File: src/dpwm_pkg.sv
/*
 * Constants shared by the dual channel pulse width modulator: register indices,
 * address window bases, field positions, reset values and prescaler sizing.
 * Assumes a 32-bit APB master whose byte address is four times the register
 * index, with the index taken relative to one of two window bases.
 */

package dpwm_pkg;

	// ----------------------------------------------------------------
	// Address map
	// ----------------------------------------------------------------
	localparam int unsigned ADDR_W        = 12;
	localparam logic [9:0]  BASE_BLOCKING = 10'h200; // Word index base, blocking access
	localparam logic [9:0]  BASE_NONBLOCK = 10'h300; // Word index base, non-blocking access

	localparam logic [7:0] IDX_CONTROL  = 8'h60;
	localparam logic [7:0] IDX_PRESCALE = 8'h61;
	localparam logic [7:0] IDX_SCALE_A  = 8'h62;
	localparam logic [7:0] IDX_SCALE_B  = 8'h63;
	localparam logic [7:0] IDX_CNT0     = 8'h64;
	localparam logic [7:0] IDX_CNT1     = 8'h65;
	localparam logic [7:0] IDX_PER0     = 8'h66;
	localparam logic [7:0] IDX_PER1     = 8'h67;
	localparam logic [7:0] IDX_DTY0     = 8'h68;
	localparam logic [7:0] IDX_DTY1     = 8'h69;

	// ----------------------------------------------------------------
	// Field positions
	// ----------------------------------------------------------------
	localparam int unsigned CTL_ENABLE_LSB   = 0; // channel_output_enable[1:0]
	localparam int unsigned CTL_POLARITY_LSB = 2; // output_start_polarity[1:0]
	localparam int unsigned CTL_CH0_CLK_SEL  = 4; // ch0_clock_select
	localparam int unsigned CTL_CH1_CLK_SEL  = 5; // ch1_clock_select
	localparam int unsigned CTL_CENTER_LSB   = 6; // center_align_select[1:0]
	localparam int unsigned PRE_A_LSB        = 0; // clock_a_prescale_field
	localparam int unsigned PRE_B_LSB        = 4; // clock_b_prescale_field
	localparam logic [7:0]  PRE_WRITE_MASK   = 8'h77;

	// ----------------------------------------------------------------
	// Reset values
	// ----------------------------------------------------------------
	localparam logic [7:0] RST_CONTROL  = 8'h00;
	localparam logic [7:0] RST_PRESCALE = 8'h00;
	localparam logic [7:0] RST_SCALE    = 8'h00;
	localparam logic [7:0] RST_COUNT    = 8'h00;
	localparam logic [7:0] RST_PERIOD   = 8'h00;
	localparam logic [7:0] RST_DUTY     = 8'h00;

	// Prescaler divides by up to 2^7
	localparam int unsigned PRESC_W     = 7;
	localparam logic [6:0]  RST_PRESC   = 7'h00;

endpackage : dpwm_pkg

File: src/dpwm_top.sv
/*
 * Dual channel pulse width modulator with APB register access.
 * Holds the register file, prescaler, scaled clocks, the two channel
 * counters with buffered period and duty, and the driver outputs.
 * Assumes op_mode_normal comes from mode control logic on pclk.
 */
// The APB slave port was decided locally.
`timescale 1ns/1ps

module dpwm_top import dpwm_pkg::*; (
	input  wire logic              pclk,                // Bus clock, 250 MHz
	input  wire logic              presetn,             // Async reset, active low
	input  wire logic              psel,                // APB select
	input  wire logic              penable,             // APB access phase
	input  wire logic              pwrite,              // APB direction, 1 = write
	input  wire logic [ADDR_W-1:0] paddr,               // APB byte address
	input  wire logic [31:0]       pwdata,              // APB write data
	output logic [31:0]            prdata,              // APB read data
	output logic                   pready,              // APB ready
	output logic                   pslverr,             // APB error on unmapped address
	input  wire logic              op_mode_normal,      // Device is in Normal mode
	output logic                   modulator_out0,      // Channel 0 waveform
	output logic                   modulator_out1,      // Channel 1 waveform
	output logic                   high_side_driver_1,  // High side stage duty control
	output logic                   low_side_driver_1,   // Low side stage duty control
	output logic                   general_output_pin2  // General purpose pin drive
);

	// ----------------------------------------------------------------
	// Helpers
	// ----------------------------------------------------------------

	// Low-bit mask of a power-of-two divider: field n divides by 2^n
	function automatic logic [PRESC_W-1:0] div_mask(input logic [2:0] sel);
		div_mask = PRESC_W'((8'h01 << sel) - 8'h01);
	endfunction

	// Translate a word index to a register index inside one window
	function automatic logic win_hit(input logic [9:0] word, input logic [9:0] base,
		output logic [7:0] idx);
		logic [9:0] rel;
		rel = word - base;
		idx = rel[7:0];
		win_hit = (rel >= {2'b00, IDX_CONTROL}) && (rel <= {2'b00, IDX_DTY1});
	endfunction

	// ----------------------------------------------------------------
	// Registers
	// ----------------------------------------------------------------
	logic [7:0]         ctl_r,      ctl_nxt;
	logic [7:0]         presel_r,   presel_nxt;
	logic [7:0]         scla_r,     scla_nxt;
	logic [7:0]         sclb_r,     sclb_nxt;
	logic [7:0]         per_buf_r  [2];
	logic [7:0]         per_buf_nxt[2];
	logic [7:0]         dty_buf_r  [2];
	logic [7:0]         dty_buf_nxt[2];
	logic [7:0]         per_act_r  [2];
	logic [7:0]         per_act_nxt[2];
	logic [7:0]         dty_act_r  [2];
	logic [7:0]         dty_act_nxt[2];
	logic [7:0]         cnt_r      [2];
	logic [7:0]         cnt_nxt    [2];
	logic [1:0]         down_r,     down_nxt;
	logic [1:0]         run_r,      run_nxt;
	logic [1:0]         wave_r,     wave_nxt;
	logic [PRESC_W-1:0] presc_r,    presc_nxt;
	logic [7:0]         sa_cnt_r,   sa_cnt_nxt;
	logic [7:0]         sb_cnt_r,   sb_cnt_nxt;
	logic [31:0]        prdata_r,   prdata_nxt;
	logic               pready_r,   pready_nxt;
	logic               pslverr_r,  pslverr_nxt;
	logic               drv_hs_r,   drv_hs_nxt;
	logic               drv_ls_r,   drv_ls_nxt;
	logic               drv_gp_r,   drv_gp_nxt;

	// ----------------------------------------------------------------
	// Address decode
	// ----------------------------------------------------------------
	logic       hit_blk;
	logic       hit_nblk;
	logic       addr_hit;
	logic [7:0] idx_blk;
	logic [7:0] idx_nblk;
	logic [7:0] reg_idx;
	logic       bus_write;

	always_comb begin
		hit_blk  = win_hit(paddr[ADDR_W-1:2], BASE_BLOCKING, idx_blk);
		hit_nblk = win_hit(paddr[ADDR_W-1:2], BASE_NONBLOCK, idx_nblk);
		addr_hit = hit_blk | hit_nblk;
		reg_idx  = hit_blk ? idx_blk : idx_nblk;
		// Writes land only at the completing edge of the access phase
		bus_write = psel & penable & pready_r & pwrite & addr_hit;
	end

	// ----------------------------------------------------------------
	// Prescaler and channel clocks
	// ----------------------------------------------------------------
	logic       mode_ok;
	logic       any_en;
	logic       tick_a;
	logic       tick_b;
	logic       tick_sa;
	logic       tick_sb;
	logic [1:0] ch_tick;
	logic [1:0] ch_en;

	always_comb begin
		mode_ok = op_mode_normal;
		ch_en   = ctl_r[CTL_ENABLE_LSB +: 2] & {2{mode_ok}};
		any_en  = |ch_en;
		// Counter idles at zero while nothing is enabled to save power
		presc_nxt = any_en ? presc_r + PRESC_W'(1) : RST_PRESC;
		tick_a = any_en && ((presc_r & div_mask(presel_r[PRE_A_LSB +: 3]))
			== div_mask(presel_r[PRE_A_LSB +: 3]));
		tick_b = any_en && ((presc_r & div_mask(presel_r[PRE_B_LSB +: 3]))
			== div_mask(presel_r[PRE_B_LSB +: 3]));
		// Scale value 0 wraps to a divide by 256
		tick_sa = tick_a && (sa_cnt_r == scla_r - 8'h01);
		tick_sb = tick_b && (sb_cnt_r == sclb_r - 8'h01);
		sa_cnt_nxt = sa_cnt_r;
		sb_cnt_nxt = sb_cnt_r;
		if (!any_en) begin
			sa_cnt_nxt = RST_COUNT;
			sb_cnt_nxt = RST_COUNT;
		end else begin
			if (tick_a) begin
				sa_cnt_nxt = tick_sa ? RST_COUNT : sa_cnt_r + 8'h01;
			end
			if (tick_b) begin
				sb_cnt_nxt = tick_sb ? RST_COUNT : sb_cnt_r + 8'h01;
			end
		end
		// A scale write restarts the divider so the new ratio starts clean
		if (bus_write && reg_idx == IDX_SCALE_A) begin
			sa_cnt_nxt = RST_COUNT;
		end
		if (bus_write && reg_idx == IDX_SCALE_B) begin
			sb_cnt_nxt = RST_COUNT;
		end
		// Selection may change at any time; one pulse can be cut or stretched
		ch_tick[0] = ctl_r[CTL_CH0_CLK_SEL] ? tick_sa : tick_a;
		ch_tick[1] = ctl_r[CTL_CH1_CLK_SEL] ? tick_sb : tick_b;
	end

	// ----------------------------------------------------------------
	// Register file writes
	// ----------------------------------------------------------------
	always_comb begin
		ctl_nxt    = ctl_r;
		presel_nxt = presel_r;
		scla_nxt   = scla_r;
		sclb_nxt   = sclb_r;
		for (int i = 0; i < 2; i++) begin
			per_buf_nxt[i] = per_buf_r[i];
			dty_buf_nxt[i] = dty_buf_r[i];
		end
		if (bus_write) begin
			unique case (reg_idx)
				IDX_CONTROL:  ctl_nxt    = pwdata[7:0];
				IDX_PRESCALE: presel_nxt = pwdata[7:0] & PRE_WRITE_MASK;
				IDX_SCALE_A:  scla_nxt   = pwdata[7:0];
				IDX_SCALE_B:  sclb_nxt   = pwdata[7:0];
				IDX_PER0:     per_buf_nxt[0] = pwdata[7:0];
				IDX_PER1:     per_buf_nxt[1] = pwdata[7:0];
				IDX_DTY0:     dty_buf_nxt[0] = pwdata[7:0];
				IDX_DTY1:     dty_buf_nxt[1] = pwdata[7:0];
				default: ;
			endcase
		end
	end

	// ----------------------------------------------------------------
	// Channel counters and waveforms
	// ----------------------------------------------------------------
	logic [1:0] cnt_wr;
	logic [1:0] active;

	always_comb begin
		cnt_wr[0] = bus_write && (reg_idx == IDX_CNT0);
		cnt_wr[1] = bus_write && (reg_idx == IDX_CNT1);
		for (int i = 0; i < 2; i++) begin
			cnt_nxt[i]     = cnt_r[i];
			down_nxt[i]    = down_r[i];
			run_nxt[i]     = run_r[i];
			per_act_nxt[i] = per_act_r[i];
			dty_act_nxt[i] = dty_act_r[i];
			if (cnt_wr[i] || !ch_en[i]) begin
				// Idle or forced restart: take the buffered values now
				cnt_nxt[i]     = RST_COUNT;
				down_nxt[i]    = 1'b0;
				per_act_nxt[i] = per_buf_r[i];
				dty_act_nxt[i] = dty_buf_r[i];
				if (!ch_en[i]) begin
					run_nxt[i] = 1'b0;
				end
			end else if (ch_tick[i]) begin
				// Enable is synchronised to the first tick of the chosen clock
				run_nxt[i] = 1'b1;
				if (!ctl_r[CTL_CENTER_LSB + i]) begin
					if (cnt_r[i] + 8'h01 >= per_act_r[i] || per_act_r[i] == 8'h00) begin
						cnt_nxt[i]     = RST_COUNT;
						per_act_nxt[i] = per_buf_r[i];
						dty_act_nxt[i] = dty_buf_r[i];
					end else begin
						cnt_nxt[i] = cnt_r[i] + 8'h01;
					end
				end else if (!down_r[i]) begin
					if (cnt_r[i] >= per_act_r[i]) begin
						down_nxt[i] = per_act_r[i] != 8'h00;
						cnt_nxt[i]  = (per_act_r[i] == 8'h00) ? RST_COUNT : cnt_r[i] - 8'h01;
						if (per_act_r[i] == 8'h00) begin
							per_act_nxt[i] = per_buf_r[i];
							dty_act_nxt[i] = dty_buf_r[i];
						end
					end else begin
						cnt_nxt[i] = cnt_r[i] + 8'h01;
					end
				end else begin
					if (cnt_r[i] <= 8'h01) begin
						// Period ends at zero in center mode
						cnt_nxt[i]     = RST_COUNT;
						down_nxt[i]    = 1'b0;
						per_act_nxt[i] = per_buf_r[i];
						dty_act_nxt[i] = dty_buf_r[i];
					end else begin
						cnt_nxt[i] = cnt_r[i] - 8'h01;
					end
				end
			end
			// Nonzero duty at or above the period keeps the output fully active
			active[i] = (cnt_r[i] < dty_act_r[i]) || (dty_act_r[i] >= per_act_r[i]
				&& dty_act_r[i] != 8'h00);
			// Polarity is read live, so a change mid-pulse alters one pulse
			wave_nxt[i] = (ch_en[i] && run_r[i]) ?
				(active[i] ? ctl_r[CTL_POLARITY_LSB + i] : !ctl_r[CTL_POLARITY_LSB + i])
				: 1'b0;
		end
		drv_hs_nxt = wave_nxt[1];
		drv_ls_nxt = wave_nxt[0];
		drv_gp_nxt = wave_nxt[0];
	end

	// ----------------------------------------------------------------
	// APB response
	// ----------------------------------------------------------------
	logic [7:0] rd_byte;

	always_comb begin
		unique case (reg_idx)
			IDX_CONTROL:  rd_byte = ctl_r;
			IDX_PRESCALE: rd_byte = presel_r & PRE_WRITE_MASK;
			IDX_SCALE_A:  rd_byte = scla_r;
			IDX_SCALE_B:  rd_byte = sclb_r;
			IDX_CNT0:     rd_byte = cnt_r[0];
			IDX_CNT1:     rd_byte = cnt_r[1];
			IDX_PER0:     rd_byte = per_buf_r[0];
			IDX_PER1:     rd_byte = per_buf_r[1];
			IDX_DTY0:     rd_byte = dty_buf_r[0];
			IDX_DTY1:     rd_byte = dty_buf_r[1];
			default:      rd_byte = 8'h00;
		endcase
		// Answer is prepared at the setup edge, so every access has no wait state
		pready_nxt  = psel && !penable && !pready_r;
		prdata_nxt  = prdata_r;
		pslverr_nxt = 1'b0;
		if (psel && !penable && !pready_r) begin
			prdata_nxt  = (addr_hit && !pwrite) ? {24'h000000, rd_byte} : 32'h00000000;
			pslverr_nxt = !addr_hit;
		end
	end

	// ----------------------------------------------------------------
	// State registers
	// ----------------------------------------------------------------
	always_ff @(posedge pclk or negedge presetn) begin
		if (!presetn) begin
			ctl_r     <= RST_CONTROL;
			presel_r  <= RST_PRESCALE;
			scla_r    <= RST_SCALE;
			sclb_r    <= RST_SCALE;
			for (int i = 0; i < 2; i++) begin
				per_buf_r[i] <= RST_PERIOD;
				dty_buf_r[i] <= RST_DUTY;
				per_act_r[i] <= RST_PERIOD;
				dty_act_r[i] <= RST_DUTY;
				cnt_r[i]     <= RST_COUNT;
			end
			down_r    <= 2'h0;
			run_r     <= 2'h0;
			wave_r    <= 2'h0;
			presc_r   <= RST_PRESC;
			sa_cnt_r  <= RST_COUNT;
			sb_cnt_r  <= RST_COUNT;
			prdata_r  <= 32'h00000000;
			pready_r  <= 1'b0;
			pslverr_r <= 1'b0;
			drv_hs_r  <= 1'b0;
			drv_ls_r  <= 1'b0;
			drv_gp_r  <= 1'b0;
		end else begin
			ctl_r     <= ctl_nxt;
			presel_r  <= presel_nxt;
			scla_r    <= scla_nxt;
			sclb_r    <= sclb_nxt;
			for (int i = 0; i < 2; i++) begin
				per_buf_r[i] <= per_buf_nxt[i];
				dty_buf_r[i] <= dty_buf_nxt[i];
				per_act_r[i] <= per_act_nxt[i];
				dty_act_r[i] <= dty_act_nxt[i];
				cnt_r[i]     <= cnt_nxt[i];
			end
			down_r    <= down_nxt;
			run_r     <= run_nxt;
			wave_r    <= wave_nxt;
			presc_r   <= presc_nxt;
			sa_cnt_r  <= sa_cnt_nxt;
			sb_cnt_r  <= sb_cnt_nxt;
			prdata_r  <= prdata_nxt;
			pready_r  <= pready_nxt;
			pslverr_r <= pslverr_nxt;
			drv_hs_r  <= drv_hs_nxt;
			drv_ls_r  <= drv_ls_nxt;
			drv_gp_r  <= drv_gp_nxt;
		end
	end

	// ----------------------------------------------------------------
	// Outputs
	// ----------------------------------------------------------------
	assign prdata              = prdata_r;
	assign pready              = pready_r;
	assign pslverr             = pslverr_r;
	assign modulator_out0      = wave_r[0];
	assign modulator_out1      = wave_r[1];
	assign high_side_driver_1  = drv_hs_r;
	assign low_side_driver_1   = drv_ls_r;
	assign general_output_pin2 = drv_gp_r;

endmodule // dpwm_top

File: config.mk
export PLATFORM = sky130hd
export DESIGN_NAME = dpwm_top
export DESIGN_NICKNAME = d
export VERILOG_FILES = /design/src/dpwm_pkg.sv /design/src/dpwm_top.sv
export SDC_FILE = /design/constraint.sdc
export NUM_CORES = 1
export LEC_CHECK = 0
export CAP_MARGIN = 0
export CORE_ASPECT_RATIO = 1.4
export CORE_MARGIN = 2
export CORE_UTILIZATION = 25
export CTS_CLUSTER_DIAMETER = 40
export DETAILED_ROUTE_END_ITERATION = 8
export DONT_BUFFER_PORTS = 1
export PLACE_DENSITY = 0.35
export SKIP_LAST_GASP = 1
export SLEW_MARGIN = 20
export SYNTH_ARGS = -nofsm -noshare
export SYNTH_HDL_FRONTEND = slang
export SYNTH_SLANG_ARGS = --single-unit
File: constraint.sdc
create_clock -name pclk -period 8.65 [get_ports pclk]
set_clock_uncertainty 0.15 [all_clocks]
set_input_delay 0.865 -clock pclk [delete_from_list [all_inputs] [get_ports pclk]]
set_output_delay 0.865 -clock pclk [all_outputs]
set_load 0.03 [all_outputs]
# Word-level counts from Yosys, hierarchy flattened
# Index checks and enable logic that the tools add are counted.
# totals
regBits	175
output_inout_bits	39
# op_classes
add_sub_neg	13
n_reduce_logical	58
bitwise_logic	8
eq_ne	24
mux	85
n_lt_le_gt_ge	14
shift	2
# ops
cell	n
8-bit two-way mux	58
8-bit by 7-bit equality test with 1-bit output (second input constant)	10
8-bit case mux with 10 select lines	1
8-bit greater-or-equal comparator	6
8-bit by 1-bit adder with 8-bit output (second input constant)	4
8-bit nonzero test	4
8-bit by 1-bit subtractor with 8-bit output (second input constant)	4
1-bit two-way mux	25
2-bit AND reduction	12
10-bit by 7-bit greater-or-equal comparator with 1-bit output (second input constant)	2
10-bit by 7-bit less-or-equal comparator with 1-bit output (second input constant)	2
10-bit subtractor (second input constant)	2
1-bit logical AND	17
8-bit equality test	2
8-bit by 1-bit less-or-equal comparator with 1-bit output (second input constant)	2
8-bit logical NOT	2
8-bit < comparator	2
4-bit by 1-bit != test with 1-bit output (second input constant)	4
7-bit AND	2
7-bit equality test	2
1-bit by 3-bit << shifter with 7-bit output (first input constant)	2
7-bit by 1-bit subtractor with 7-bit output (second input constant)	2
5-bit AND reduction	2
1-bit logical NOT	8
12 further kinds	27

# Logic depth before layout (Yosys ltp)
# Gate-level depths: netlist of the first run.
# logic_depth
word_depth	10
ltp_mapped	14
mapped_depth_nobuf	12

# Worst setup path after synthesis of the first run
# Ideal clock, no wire load.
# synth_path
kind	input to register
start	in paddr[4]
end	reg dty_act_r[14] in the netlist's numbering
path_stages	10
path_slack_ps	5300
arrival_time_ps	3075
cell_sequence	buf_2 -> or4_1 -> nor3_1 -> o21ba_2 -> o31ai_1 -> buf_2 -> o311a_1 -> o21ai_4 -> buf_6 -> mux2_2
# synth_between
elab_chain_len	9
word_cells_on_any_way	21
classes_between	add/sub (2); order compare (4); eq/ne (4); mux (2); bitwise (2); reduce/logical (7)
# synth_rtl
element	line_no	source
from (decl)	dpwm_top.sv:16	input wire logic [ADDR_W-1:0] paddr,
10-bit subtractor	dpwm_top.sv:42	rel = word - base;
10-bit by 7-bit greater-or-equal comparator with 1-bit output or 10-bit by 7-bit less-or-equal comparator with 1-bit output (tied branches)	dpwm_top.sv:44	win_hit = (rel >= {2'b00, IDX_CONTROL}) && (rel <= {2'b00, IDX_DTY1});
1-bit logical AND	dpwm_top.sv:44	
8-bit two-way mux or 1-bit OR (tied branches)	dpwm_top.sv:92, dpwm_top.sv:91	
8-bit by 7-bit equality test with 1-bit output or 1-bit AND (tied branches)	dpwm_top.sv:181, dpwm_top.sv:94	
1-bit logical AND *	dpwm_top.sv:181	cnt_wr[0] = bus_write && (reg_idx == IDX_CNT0);
1-bit logical OR *	dpwm_top.sv:189	if (cnt_wr[i] || !ch_en[i]) begin
4-bit by 2-bit != test with 1-bit output (no source line), or another cell as far along	n/a	
5-bit AND reduction (no source line)	n/a	
to (signal, indexed assignment)	dpwm_top.sv:311	dty_act_r[i] <= dty_act_nxt[i];
to (decl)	dpwm_top.sv:60	logic [7:0] dty_act_r [2];
# Every way passes the cells marked *; elsewhere a longest branch is shown, timed or not.
# A chain may end at the register's enable or synchronous reset.

# Worst setup path after layout of the first run
# layout_path
start	reg cnt_r[0] in the netlist's numbering
end	reg dty_act_r[4] in the netlist's numbering
# layout_between
elab_chain_len	5
word_cells_on_any_way	9
classes_between	add/sub (1); order compare (3); eq/ne (2); reduce/logical (3)
# layout_rtl
element	line_no	source
from (decl)	dpwm_top.sv:62	logic [7:0] cnt_r [2];
from (signal, indexed assignment)	dpwm_top.sv:312	cnt_r[i] <= cnt_nxt[i];
8-bit by 1-bit adder with 8-bit output	dpwm_top.sv:202	if (cnt_r[i] + 8'h01 >= per_act_r[i] || per_act_r[i] == 8'h00) begin
8-bit greater-or-equal comparator	dpwm_top.sv:202	
1-bit logical OR	dpwm_top.sv:202	
3-bit nonzero test (no source line)	n/a	
5-bit AND reduction (no source line) *	n/a	
# Marks and branches as above.

==> results of run 1 <==
==> critical path, delay by kind of cell, from the launching register on <==
family / cells / cell delay [ps]
muxes: 1 / 410
AOI/OAI and AO/OA: 4 / 1090
DFF: 1 / 670
adders and majority gates: 2 / 640
xor gates and xnor gates: 1 / 290
and+or+nand+nor: 4 / 970
==> cells in the final DEF, fill, tap and decap left out, drive strengths merged, types with 7 or more instances in the layout <==
cell,synthesis,routed
a211o,8,8
a21o,20,20
a21oi,52,52
a22oi,10,10
a31oi,10,10
and2,8,8
and3,11,11
clkbuf,35,19
conb,1,24
dfrtp,149,149
ha,77,77
inv,55,59
mux2,91,91
mux2i,17,17
nand2,98,98
nand2b,14,14
nand3,29,29
nand4,11,11
nor2,71,71
nor2b,15,15
nor3,21,21
nor4,20,20
o211ai,7,7
o21ai,52,52
o31ai,7,7
or2,9,9
or3,11,11
or4,11,11
xnor2,26,26
xor2,23,23
==> through the flow <==
stage	instances	hold slack (ps)	cell area, sq um	utilization	setup slack (ps)
after floorplan	1137	332.7	10620	-	5300
final	1641	209.9	11570	0.2764	4312
after detailed placement	1608	377.8	10920	0.2609	4238
after global routing	1641	280.7	11570	0.2764	3964
after global placement	1608	374.6	10920	0.2608	4165
after CTS	1641	326.9	11570	0.2764	4243
==> report_power, final <==
group          switching, W  internal, W
Combinational     0.0000365   0.00000916
Sequential       0.00000157     0.000697
Clock              0.000330     0.000474
==> flip-flops by register name (all words and copies together) (netlist names), 8 cells and up <==
register	count
cnt_r	16
ctl_r	8
dty_act_r	16
dty_buf_r	16
per_act_r	16
per_buf_r	16
prdata	8
sa_cnt_r	8
sb_cnt_r	8
scla_r	8
sclb_r	8
==> layout make-up <==
type                            count  area [sq um]
Clock buffer                       19         452.9
Tap cell                          546         683.2
Timing Repair Buffer                6         65.06
Multi-Input combinational cell    853          6269
Fill cell                        4567         30300
Sequential cell                   149          3729
Clock inverter                     13         170.2
Inverter                           55         206.4
==> kinds of logic after synthesis <==
group	synth area share
compound gates	0.1595
xor+xnor	0.04076
fa+ha+maj	0.09149
buf+inv	0.06095
flops	0.3541
mux	0.1245
other cells	0.0003561
simple gates	0.1684
==> routing by layer <==
layer / wire length (um) / share of wire / GRT usage
met2: 19050 / 0.55 / 0.3137
met3: 833 / 0.024 / 0.02322
met4: 731 / 0.021 / 0.05376
met5: 0 / 0 / 0
met1: 14240 / 0.41 / 0.1871
==> final timing paths <==
kind | start | to | slack [ps] | cells after the start
max in group asynchronous | presetn | presel_r[1] | 7390 | 1
worst max register to register | cnt_r[0] | dty_act_r[4] | 4310 | 12
worst min-delay path | presetn | cnt_r[10] | 210 | 1
min in group pclk | per_buf_r[4] | per_buf_r[4] | 380 | 1
worst min register to register | per_buf_r[4] | per_buf_r[4] | 380 | 1
worst max-delay path | cnt_r[0] | dty_act_r[4] | 4310 | 12
==> results.cfg, run 1 <==
[run_status]
outcome = finished, final reports clean

[yosys]
syn_inst = 1114
synth_area_leader_cell = sky130_fd_sc_hd__dfrtp_1
netlist_top_cells_count = 149 x sky130_fd_sc_hd__dfrtp_1, 98 x sky130_fd_sc_hd__nand2_1, 91 x sky130_fd_sc_hd__mux2_2
synth_ff_type = sky130_fd_sc_hd__dfrtp_1
number_of_enable_flip_flop_cells_after_synthesis = 0
sequential_cell_area_fraction_in_the_yosys_report = 0.3541
netlist-cell-type-count = 85
synthMostInstantiatedCell = sky130_fd_sc_hd__dfrtp_1
async_flop_share = 1.000
ys_ff_latch = 149
post_synth.cell_area_avg_sq_um = 9.453
synth_largest_type_area_fraction = 0.3541
syn_area_sq_um = 10530
synthTopCellsByArea = sky130_fd_sc_hd__dfrtp_1 35%, sky130_fd_sc_hd__mux2_2 9.7%, sky130_fd_sc_hd__ha_1 9.1%
ys_warn_count = 0

[floorplanning]
rows = 89
fp.dieH_um = 246.8
fp.dieArea_sq_um = 43800
design.portCount = 89
core-area_sq_um = 41870
floorplan.die.width_um = 177.5
initial_cell_density_of_the_core = 0.2515

[setup_path]
critical-path-max-stage-delay_ps = 770
cpMostUsedCell = sky130_fd_sc_hd__ha_1
cpMaxStageDelayCell = sky130_fd_sc_hd__a21oi_2
worst-path-max-fanout = 16
required_time_of_the_critical_path_ps = 8820
crit_start_category = register
endpoint_kind = register
sequence_of_cells_on_the_critical_path = ha_1, and3_1, nand3_1, xnor2_1, ha_1, and4_1, o21ai_0, a21oi_1, nor2_1, a31oi_1, a21oi_2, mux2_2
arrival_ps = 4510
path_class = reg -> reg

[layout]
drive_gt1_frac = 0.1498
diodes = 0
nets = 1209
layout-area-overhead-vs-synth_pct = 9.922

[sta]
setup_viol = 0
layout_worst_path_cycle_share = 0.5015
rsz0062_at_grt = no
timing.setup.tns_ps = 0
clock.fmax_mhz = 230.5
count_of_endpoints_failing_hold_in_the_final_timing_report = 0
max-slew-margin-rel = 0.3293
layout_min_cycle_time_ps = 4338
slew_viol_final = 0
worst_slew_pin_slew_ps = 998.3

[place]
place_congestion = 0.8125
placement.io_buffers = 0
dp_hpwl_mm = 25.84

[clock_network]
clock_insertion_delay_worst_skew_ps = 440
cts_inserted_buffers = 17
cts.root.buffer_cell = sky130_fd_sc_hd__clkbuf_16
htree_levels = 4
bufs_on_longest_clock_path = 2
post_cts_resized = 0
post_cts.repair.setup_buffers = 0
cts_hold_repair.buffers = 1
clkSinkCount = 149
post_cts_clock_slew_at_the_launch_and_capture_registers_of_the_worst_setup_and_hold_paths_ps = 70
tritoncts = done

[power_and_ir_drop]
power.ir.vdd_worst_uv = 133.1
p_total_w = 0.001549
power_leakage_nw = 5.041
power_per_cell_area_nw_per_um2 = 133.8

[route]
num_vias = 8176
dr.first_iter.drc_count = 394
avg_vias_per_cell = 4.982
avgRoutedWirePerCell_um = 21.24
route.detailed.drc = 0
final_antenna_net_count = 0
finalWirelength_mm = 34.86
firstDrtPassIters = 4

[global_route]
global_route_wire_length_before_repair_mm = 53.99
largest_net_degree_at_the_start_of_global_routing = 150
grt_antenna_before_repair = 0
gr-usage-all-layers = 0.1653
grt_overflow = 0
first_global_vias = 8539

[job]
max_cap_violations = 0

[hold_path]
worst_hold_path_type = in -> async
(Power assumes the default switching activity.)
==> inputs of run 2 (changes only) <==
--- a/config.mk
+++ b/config.mk
@@ -5,6 +5,7 @@
 export SDC_FILE = /design/constraint.sdc
 export NUM_CORES = 1
 export LEC_CHECK = 0
+export ABC_AREA = 1
 export CAP_MARGIN = 0
 export CORE_ASPECT_RATIO = 1.4
 export CORE_MARGIN = 2
@@ -12,7 +13,7 @@
 export CTS_CLUSTER_DIAMETER = 40
 export DETAILED_ROUTE_END_ITERATION = 8
 export DONT_BUFFER_PORTS = 1
-export PLACE_DENSITY = 0.35
+export PLACE_DENSITY = 0.37
 export SKIP_LAST_GASP = 1
 export SLEW_MARGIN = 20
 export SYNTH_ARGS = -nofsm -noshare
==> constraint.sdc (replaced) <==
create_clock -name pclk -period 3.7 [get_ports pclk]
set_clock_uncertainty 0.15 [all_clocks]
set_input_delay 0.37 -clock pclk [delete_from_list [all_inputs] [get_ports pclk]]
set_output_delay 0.37 -clock pclk [all_outputs]
set_load 0.03 [all_outputs]
==> results.cfg, run 2 <==
[layout]
postLayoutCoreUtil = 0.2828
diodes = 0
nets = 1546
finalNonFillerCells = 1972
drive_gt1_frac = 0.06913
final_common_cell = sky130_fd_sc_hd__nand2_1
most-common-layout-cells = 420 x sky130_fd_sc_hd__nand2_1, 153 x sky130_fd_sc_hd__inv_1, 149 x sky130_fd_sc_hd__dfrtp_1
layout-area-overhead-vs-synth_pct = 11.28

[clock_network]
tritoncts = done
cts.root.buffer_cell = sky130_fd_sc_hd__clkbuf_16
bufs_on_longest_clock_path = 2
post_cts_resized = 0
post_cts_clock_slew_at_the_launch_and_capture_registers_of_the_worst_setup_and_hold_paths_ps = 70
cts_hold_repair.buffers = 3
htree_levels = 4
cts_inserted_buffers = 17
clkSinkCount = 149
clock_insertion_delay_worst_skew_ps = 440
post_cts.repair.setup_buffers = 0

[power_and_ir_drop]
power_leakage_nw = 5.754
p_total_w = 0.003474
power_per_cell_area_nw_per_um2 = 297.5
power.ir.vdd_worst_uv = 349.9

[floorplanning]
core-area_sq_um = 41290
floorplan.die.width_um = 177.2
initial_cell_density_of_the_core = 0.2542
design.portCount = 89
rows = 88
fp.dieArea_sq_um = 43660
fp.dieH_um = 246.4

[sta]
max-slew-margin-rel = 0.3895
clock.fmax_mhz = 307.8
rsz0062_at_grt = no
count_of_endpoints_failing_hold_in_the_final_timing_report = 149
timing.setup.tns_ps = 0
slew_viol_final = 0
setup_viol = 0
worst_hold_slack_across_all_endpoints_ps = -524.4
worst_slew_pin_slew_ps = 908.7
layout_min_cycle_time_ps = 3249
layout_worst_path_cycle_share = 0.8780

[run_status]
violations = negative hold slack
outcome = finished, violations left

[global_route]
gr-usage-all-layers = 0.1686
global_route_wire_length_before_repair_mm = 54.89
largest_net_degree_at_the_start_of_global_routing = 150
first_global_vias = 9157
grt_overflow = 0
grt_antenna_before_repair = 0

[yosys]
syn_area_sq_um = 10500
netlist_top_cells_count = 420 x sky130_fd_sc_hd__nand2_1, 153 x sky130_fd_sc_hd__inv_1, 149 x sky130_fd_sc_hd__dfrtp_1
netlist-cell-type-count = 49
synth_ff_type = sky130_fd_sc_hd__dfrtp_1
sequential_cell_area_fraction_in_the_yosys_report = 0.3553
ys_ff_latch = 149
synthTopCellsByArea = sky130_fd_sc_hd__dfrtp_1 36%, sky130_fd_sc_hd__nand2_1 15%, sky130_fd_sc_hd__ha_1 9.2%
syn_inst = 1404
synth_largest_type_area_fraction = 0.3553
async_flop_share = 1.000
number_of_enable_flip_flop_cells_after_synthesis = 0
synthMostInstantiatedCell = sky130_fd_sc_hd__nand2_1
synth_area_leader_cell = sky130_fd_sc_hd__dfrtp_1
post_synth.cell_area_avg_sq_um = 7.475
ys_warn_count = 0

[setup_path]
crit_start_category = register
path_class = reg -> reg
endpoint_kind = register
worst_r2r_startpoint = cnt_r[0]
timing.rr.end = dty_act_r[5]
arrival_ps = 3430
regToRegSetupSlack_ps = 450
r2r_cells = 17
required_time_of_the_critical_path_ps = 3880
worst-path-max-fanout = 12

[hold_path]
worst_hold_path_type = in -> async

[route]
route.detailed.drc = 0
final_antenna_net_count = 0
firstDrtPassIters = 4
avg_vias_per_cell = 4.619
dr.first_iter.drc_count = 560
finalWirelength_mm = 35.37
avgRoutedWirePerCell_um = 17.93
num_vias = 9108

[place]
place_congestion = 0.8419
placement.io_buffers = 0
dp_hpwl_mm = 27.56
placed_cells = 1937

[job]
max_cap_violations = 0
==> run 2: metrics by stage <==
step           worst slack, ps  area, sq um
3_3_place_gp             455.2        11080
5_1_grt                  136.5        11680
3_5_place_dp             437.7        11080
4_1_cts                  412.9        11680
2_1_floorplan            831.5        10580
6_report                 451.3        11680
==> run 2: cell families (layout without fill, tap and decap cells) <==
group,after synthesis,count (layout),synth area share
buffers and inverters,215,220,0.09239
xor gates and xnor gates,40,40,0.03469
adders and majority gates,77,77,0.09180
and+or+nand+nor,698,698,0.3020
AOI/OAI and AO/OA,224,224,0.1235
other,1,24,0.0003573
DFF,149,149,0.3553
==> run 2: layout make-up <==
class	count	area [sq um]
Timing Repair Buffer	28	217.7
Fill cell	4535	29610
Tap cell	540	675.6
Inverter	160	600.6
Sequential cell	149	3729
Multi-Input combinational cell	1063	5883
Clock inverter	11	102.6
Clock buffer	21	470.5
==> run 2: how the worst max path moves through the flow <==
stage	to	depth (start not counted)	startpoint	slack, ps
4_1_cts	dty_act_r[7]	17	cnt_r[0]	410
2_1_floorplan	per_act_r[0]	17	cnt_r[2]	830
3_5_place_dp	dty_act_r[5]	17	cnt_r[0]	440
6_report	dty_act_r[5]	17	cnt_r[0]	450
3_3_place_gp	dty_act_r[4]	17	cnt_r[0]	460
5_1_grt	per_act_r[1]	16	cnt_r[2]	140
==> run 2: report_power, final <==
| group | leakage (nW) | switching (W) | internal [W] |
|---|---|---|---|
| Clock | 0.275 | 0.000744 | 0.000978 |
| Combinational | 3.40 | 0.0000922 | 0.0000214 |
| Sequential | 2.08 | 0.00000593 | 0.00163 |
==> run 2: critical path, stage by stage, from the launching register on <==
cell and delay, ps:
sky130_fd_sc_hd__dfrtp_1 460, sky130_fd_sc_hd__ha_1 200, sky130_fd_sc_hd__nand2_1 70, sky130_fd_sc_hd__nor2_1 160, sky130_fd_sc_hd__nand2_1 80, sky130_fd_sc_hd__xor2_1 240
sky130_fd_sc_hd__inv_1 120, sky130_fd_sc_hd__ha_1 290, sky130_fd_sc_hd__nand2_1 70, sky130_fd_sc_hd__nor2_1 140, sky130_fd_sc_hd__nand4_1 100, sky130_fd_sc_hd__nand4_1 150
sky130_fd_sc_hd__nor2_1 80, sky130_fd_sc_hd__a21oi_1 240, sky130_fd_sc_hd__nand2_2 240, sky130_fd_sc_hd__buf_4 230, sky130_fd_sc_hd__nand3_1 80, sky130_fd_sc_hd__nand2_1 60
==> run 2: routing by layer <==
layer	global-route usage	up-vias	share of wire
met4	0.06296	0	0.027
met2	0.3223	144	0.54
met3	0.02284	46	0.026
met1	0.1861	4283	0.40
li1	-	4635	-
met5	0	-	0
